===== src/resp_store.sv =====
// Byte store that holds response data awaiting retrieval.
`timescale 1ns/10ps
`default_nettype none
module resp_store #(
    parameter int DEPTH = 256,
    parameter int AW    = 8
) (
    input  wire logic          clk_sys,
    input  wire logic          wr_en,
    input  wire logic [AW-1:0] wr_addr,
    input  wire logic [7:0]    wr_data,
    input  wire logic [AW-1:0] rd_addr,
    output logic [7:0]         rd_data
);
    logic [7:0] mem [DEPTH];

    initial begin
        if (DEPTH > (1 << AW)) $error("resp_store: DEPTH exceeds address range");
    end

    always_ff @(posedge clk_sys) begin
        if (wr_en) begin
            mem[wr_addr] <= wr_data;
        end
    end

    // Read data comes from a register, one cycle after the address.
    always_ff @(posedge clk_sys) begin
        rd_data <= mem[rd_addr];
    end
endmodule // resp_store
`default_nettype wire


===== config.mk =====
export PLATFORM = sky130hd
export DESIGN_NAME = resp_store
export DESIGN_NICKNAME = d
export VERILOG_FILES = /design/src/resp_store.sv
export SDC_FILE = /design/constraint.sdc
export NUM_CORES = 2
export LEC_CHECK = 0
export BUFFER_PORTS_ARGS = -buffer_cell sky130_fd_sc_hd__buf_4
export CAP_MARGIN = 20
export CORE_MARGIN = 8
export CORE_UTILIZATION = 35
export CTS_CLUSTER_DIAMETER = 100
export DETAILED_ROUTE_END_ITERATION = 8
export PLACE_DENSITY_LB_ADDON = 0.15
export SLEW_MARGIN = 20
export SYNTH_ARGS = -nofsm -noshare
export SYNTH_HDL_FRONTEND = slang
export SYNTH_SLANG_ARGS = --single-unit

===== constraint.sdc =====
create_clock -name clk_sys -period 2.58 [get_ports clk_sys]
set_input_delay 0.129 -clock clk_sys [delete_from_list [all_inputs] [get_ports clk_sys]]
set_output_delay 0.129 -clock clk_sys [all_outputs]
set_load 0.01 [all_outputs]

==> impl_metrics.py <==
metrics = {
    "grt": {
        "grt_use_total_pct": 18.0,
        "antenna_found_initial": 18,
        "gr-total-overflow": 0,
        "grt_start_max_net_pins": 101,
        "grt_pass1_vias": 41600,
        "grt_first_pass_wirelength_um": 318000,
    },
    "floorplanning": {
        "rows": 175,
        "initial_core_util_pct": 35.1,
        "boundaryPins": 34,
        "core_um2": 227000,
        "die-height_um": 493,
        "die_w_um": 493,
        "design.die.area_um2": 243000,
    },
    "power": {
        "ir_drop_v": 0.000610,
        "powerDensity_nw_per_um2": 750,
        "p_clk_share_pct": 43.0,
        "switchingPower_w": 0.0155,
        "sequentialPowerShare_pct": 51.5,
        "swShare_pct": 21.7,
        "internal_power_w": 0.0561,
        "leakage_nw": 30.6,
        "combinationalPowerShare_pct": 5.5,
    },
    "timing": {
        "worst_pin_slew_ps": 1050,
        "setup_ws_ps": 14.6,
        "hold_viol": 0,
        "min_period_ps": 2570,
        "finalMaxSlewViolations": 0,
        "clock_skew_ps": 24.0,
        "fmax_mhz": 390,
        "fin_crit_sh_pct": 99.4,
        "setup_violations": 0,
        "relSlewSlack_pct": 29.6,
        "rsz0062_at_grt": "no",
    },
    "final_layout": {
        "drive_gt1_share_pct": 32.3,
        "final_cell_mix": "2048 x edfxtp_1, 591 x buf_4, 454 x mux4_2, 278 x nor2_1, 222 x clkbuf_16",
        "synthToLayoutAreaGrowth_pct": 20.0,
        "mostFrequentLayoutCell": "edfxtp_1",
        "nNetsFinal": 4448,
        "utilization_pct": 42.1,
        "instances_no_fill": 7615,
    },
    "clock_tree": {
        "cts_tree": "yes",
        "cts_max_path_buffers": 3,
        "post_cts_buffers": 0,
        "tritoncts.num_buffers": 220,
        "root_buffer": "clkbuf_16",
        "clk-insertion-delay-late_ps": 850,
        "htree_num_levels": 4,
        "path_clk_slew_ps": 60,
        "cts_sinks": 2056,
    },
    "routing": {
        "drc": 0,
        "dr.pass1.iters": 5,
        "wl_um": 222000,
        "routed_via_density": 5.26,
        "drt_iter0_drc": 3936,
        "dr_total_vias": 40100,
        "wl_per_cell_um": 29.1,
        "postRouteAntennaNets": 0,
    },
    "yosys": {
        "yosys.cell_types.count": 55,
        "syn-num-nets": 3759,
        "yosys_warnings": 0,
        "avgSynthCellArea_um2": 21.3,
        "synth_edf_count": 2048,
        "netlist_instances": 3733,
        "yosysSeqAreaShare_pct": 77.5,
        "ys_ff_latch": 2056,
        "synth_area_um2": 79600,
        "synthArstFlopShare_pct": 0,
        "synth-main-ff-cell": "edfxtp_1",
    },
    "flow_run": {
        "drv_cap": 0,
    },
    "setup_path": {
        "criticalPathCategory": "reg -> reg",
        "r2r_start": "mem[217][4]",
        "critPathSlowestCell": "nor4_1",
        "startpoint": "mem[217][4]",
        "crit_arrival_ps": 3260,
        "cp_cell_sequence": "mux4_2 -> a22oi_1 -> a21oi_1 -> nor4_1 -> nor4_1",
        "cp_common_cell": "nor4_1",
        "crit_cells": 5,
        "crit_family": "simple AND/OR/NAND/NOR gates",
        "crit_fanout": 1,
        "r2r_cells": 5,
        "reg2reg_slack_ps": 10,
        "critPathBufInv": 0,
        "required_ps": 3280,
        "setup.worst_path.end_class": "flip-flop",
        "max_stage_delay_ps": 850,
        "startpoint_type": "flip-flop",
    },
    "placement": {
        "gp_congestion": 0.785,
        "place_hpwl_um": 144000,
        "port_buffers": 33,
        "pre_cts_ws_ps": -713,
        "dp.cells": 7190,
    },
    "outcome": {
        "status": "finished clean",
    },
    "min_path": {
        "hold_path.class": "in -> reg",
        "hold_path_startpoint": "wr_en",
        "min_delay_path_depth": 4,
    },
}
==> routing by layer <==
metal / up-vias / global-route usage, % / wire [um]
li1: 17100 / - / -
met1: 21600 / 25.5 / 97700
met2: 1064 / 29.9 / 108000
met3: 274 / 2.78 / 11400
met4: 0 / 3.61 / 4320
met5: - / 0 / 0
==> cells in the mapped netlist, types with 28 or more instances <==
master / number / share of area, %
a21oi_1: 96 / 0.60
a22oi_1: 133 / 1.3
buf_2: 31 / 0.20
clkbuf_1: 111 / 0.52
edfxtp_1: 2048 / 77
mux2i_1: 134 / 1.7
mux4_2: 454 / 13
nand2_1: 33 / 0.16
nand3_1: 34 / 0.21
nor2_1: 282 / 1.3
nor2b_1: 31 / 0.24
o221ai_1: 46 / 0.51
o22ai_1: 28 / 0.22
==> state kept, by name, indices dropped and copies added, names as in the netlist <==
| name | flops |
|---|---|
| mem | 2048 |
| rd_data | 8 |
==> repair_timing <==
action / CTS / global route
hold buffers: 19 / 0
endpoints found under the setup margin: 5 / 3
resized for setup: 6 / 5
endpoints found under the hold margin: 1409 / 0
pin swaps: 0 / 1
==> cells by family (layout without fill, tap and decap cells) <==
| group | after synthesis | after routing | share of synthesized area [%] |
|---|---|---|---|
| flip-flops | 2056 | 2056 | 77.5 |
| multiplexers | 591 | 591 | 14.6 |
| AND/OR/NAND/NOR | 466 | 466 | 2.63 |
| AO/OA/AOI/OAI | 385 | 385 | 3.42 |
| buffers and inverters | 235 | 1104 | 1.83 |
| other | 0 | 4 | 0 |
==> area by class of cell <==
cell class / count / area, um^2
inverter: 2 / 7.51
tap: 3009 / 3760
multi-input combinational: 1442 / 16600
fill: 19800 / 131000
clock inverter: 130 / 1170
timing repair buffer: 700 / 6380
antenna: 4 / 10.0
sequential: 2056 / 61700
clock buffer: 272 / 5840
==> metrics by stage <==
step / hold slack, ps / power, W / instance area, um^2 / setup TNS [ps]
6_report: 115 / 0.0716 / 95500 / 0
5_1_grt: 65.4 / 0.0738 / 95500 / 0
4_1_cts: 27.7 / 0.0725 / 95400 / 0
3_5_place_dp: 444 / 0.0416 / 88200 / -3990
3_3_place_gp: 445 / 0.0416 / 88200 / -5190
2_1_floorplan: 228 / 0.0394 / 79600 / 0
==> worst paths after layout <==
kind                                     to
worst max-delay path             rd_data[4]
worst min-delay path            mem[220][1]
worst min register to register   rd_data[5]
worst max register to register   rd_data[4]
==> power by group through the flow <==
stage	clock network, W	logic [W]	registers, W
floorplan	0	0.00179	0.0376
global placement	0	0.00399	0.0376
detailed placement	0	0.00401	0.0376
CTS	0.0316	0.00405	0.0369
global route	0.0327	0.00422	0.0369
finish	0.0308	0.00397	0.0369
==> worst reg2reg max path, stage by stage, from the launching register on <==
cell and delay, ps:
edfxtp_1 360, mux4_2 460, a22oi_1 400, a21oi_1 260, nor4_1 860, nor4_1 100
No activity file was read; power rests on OpenSTA's default activity.
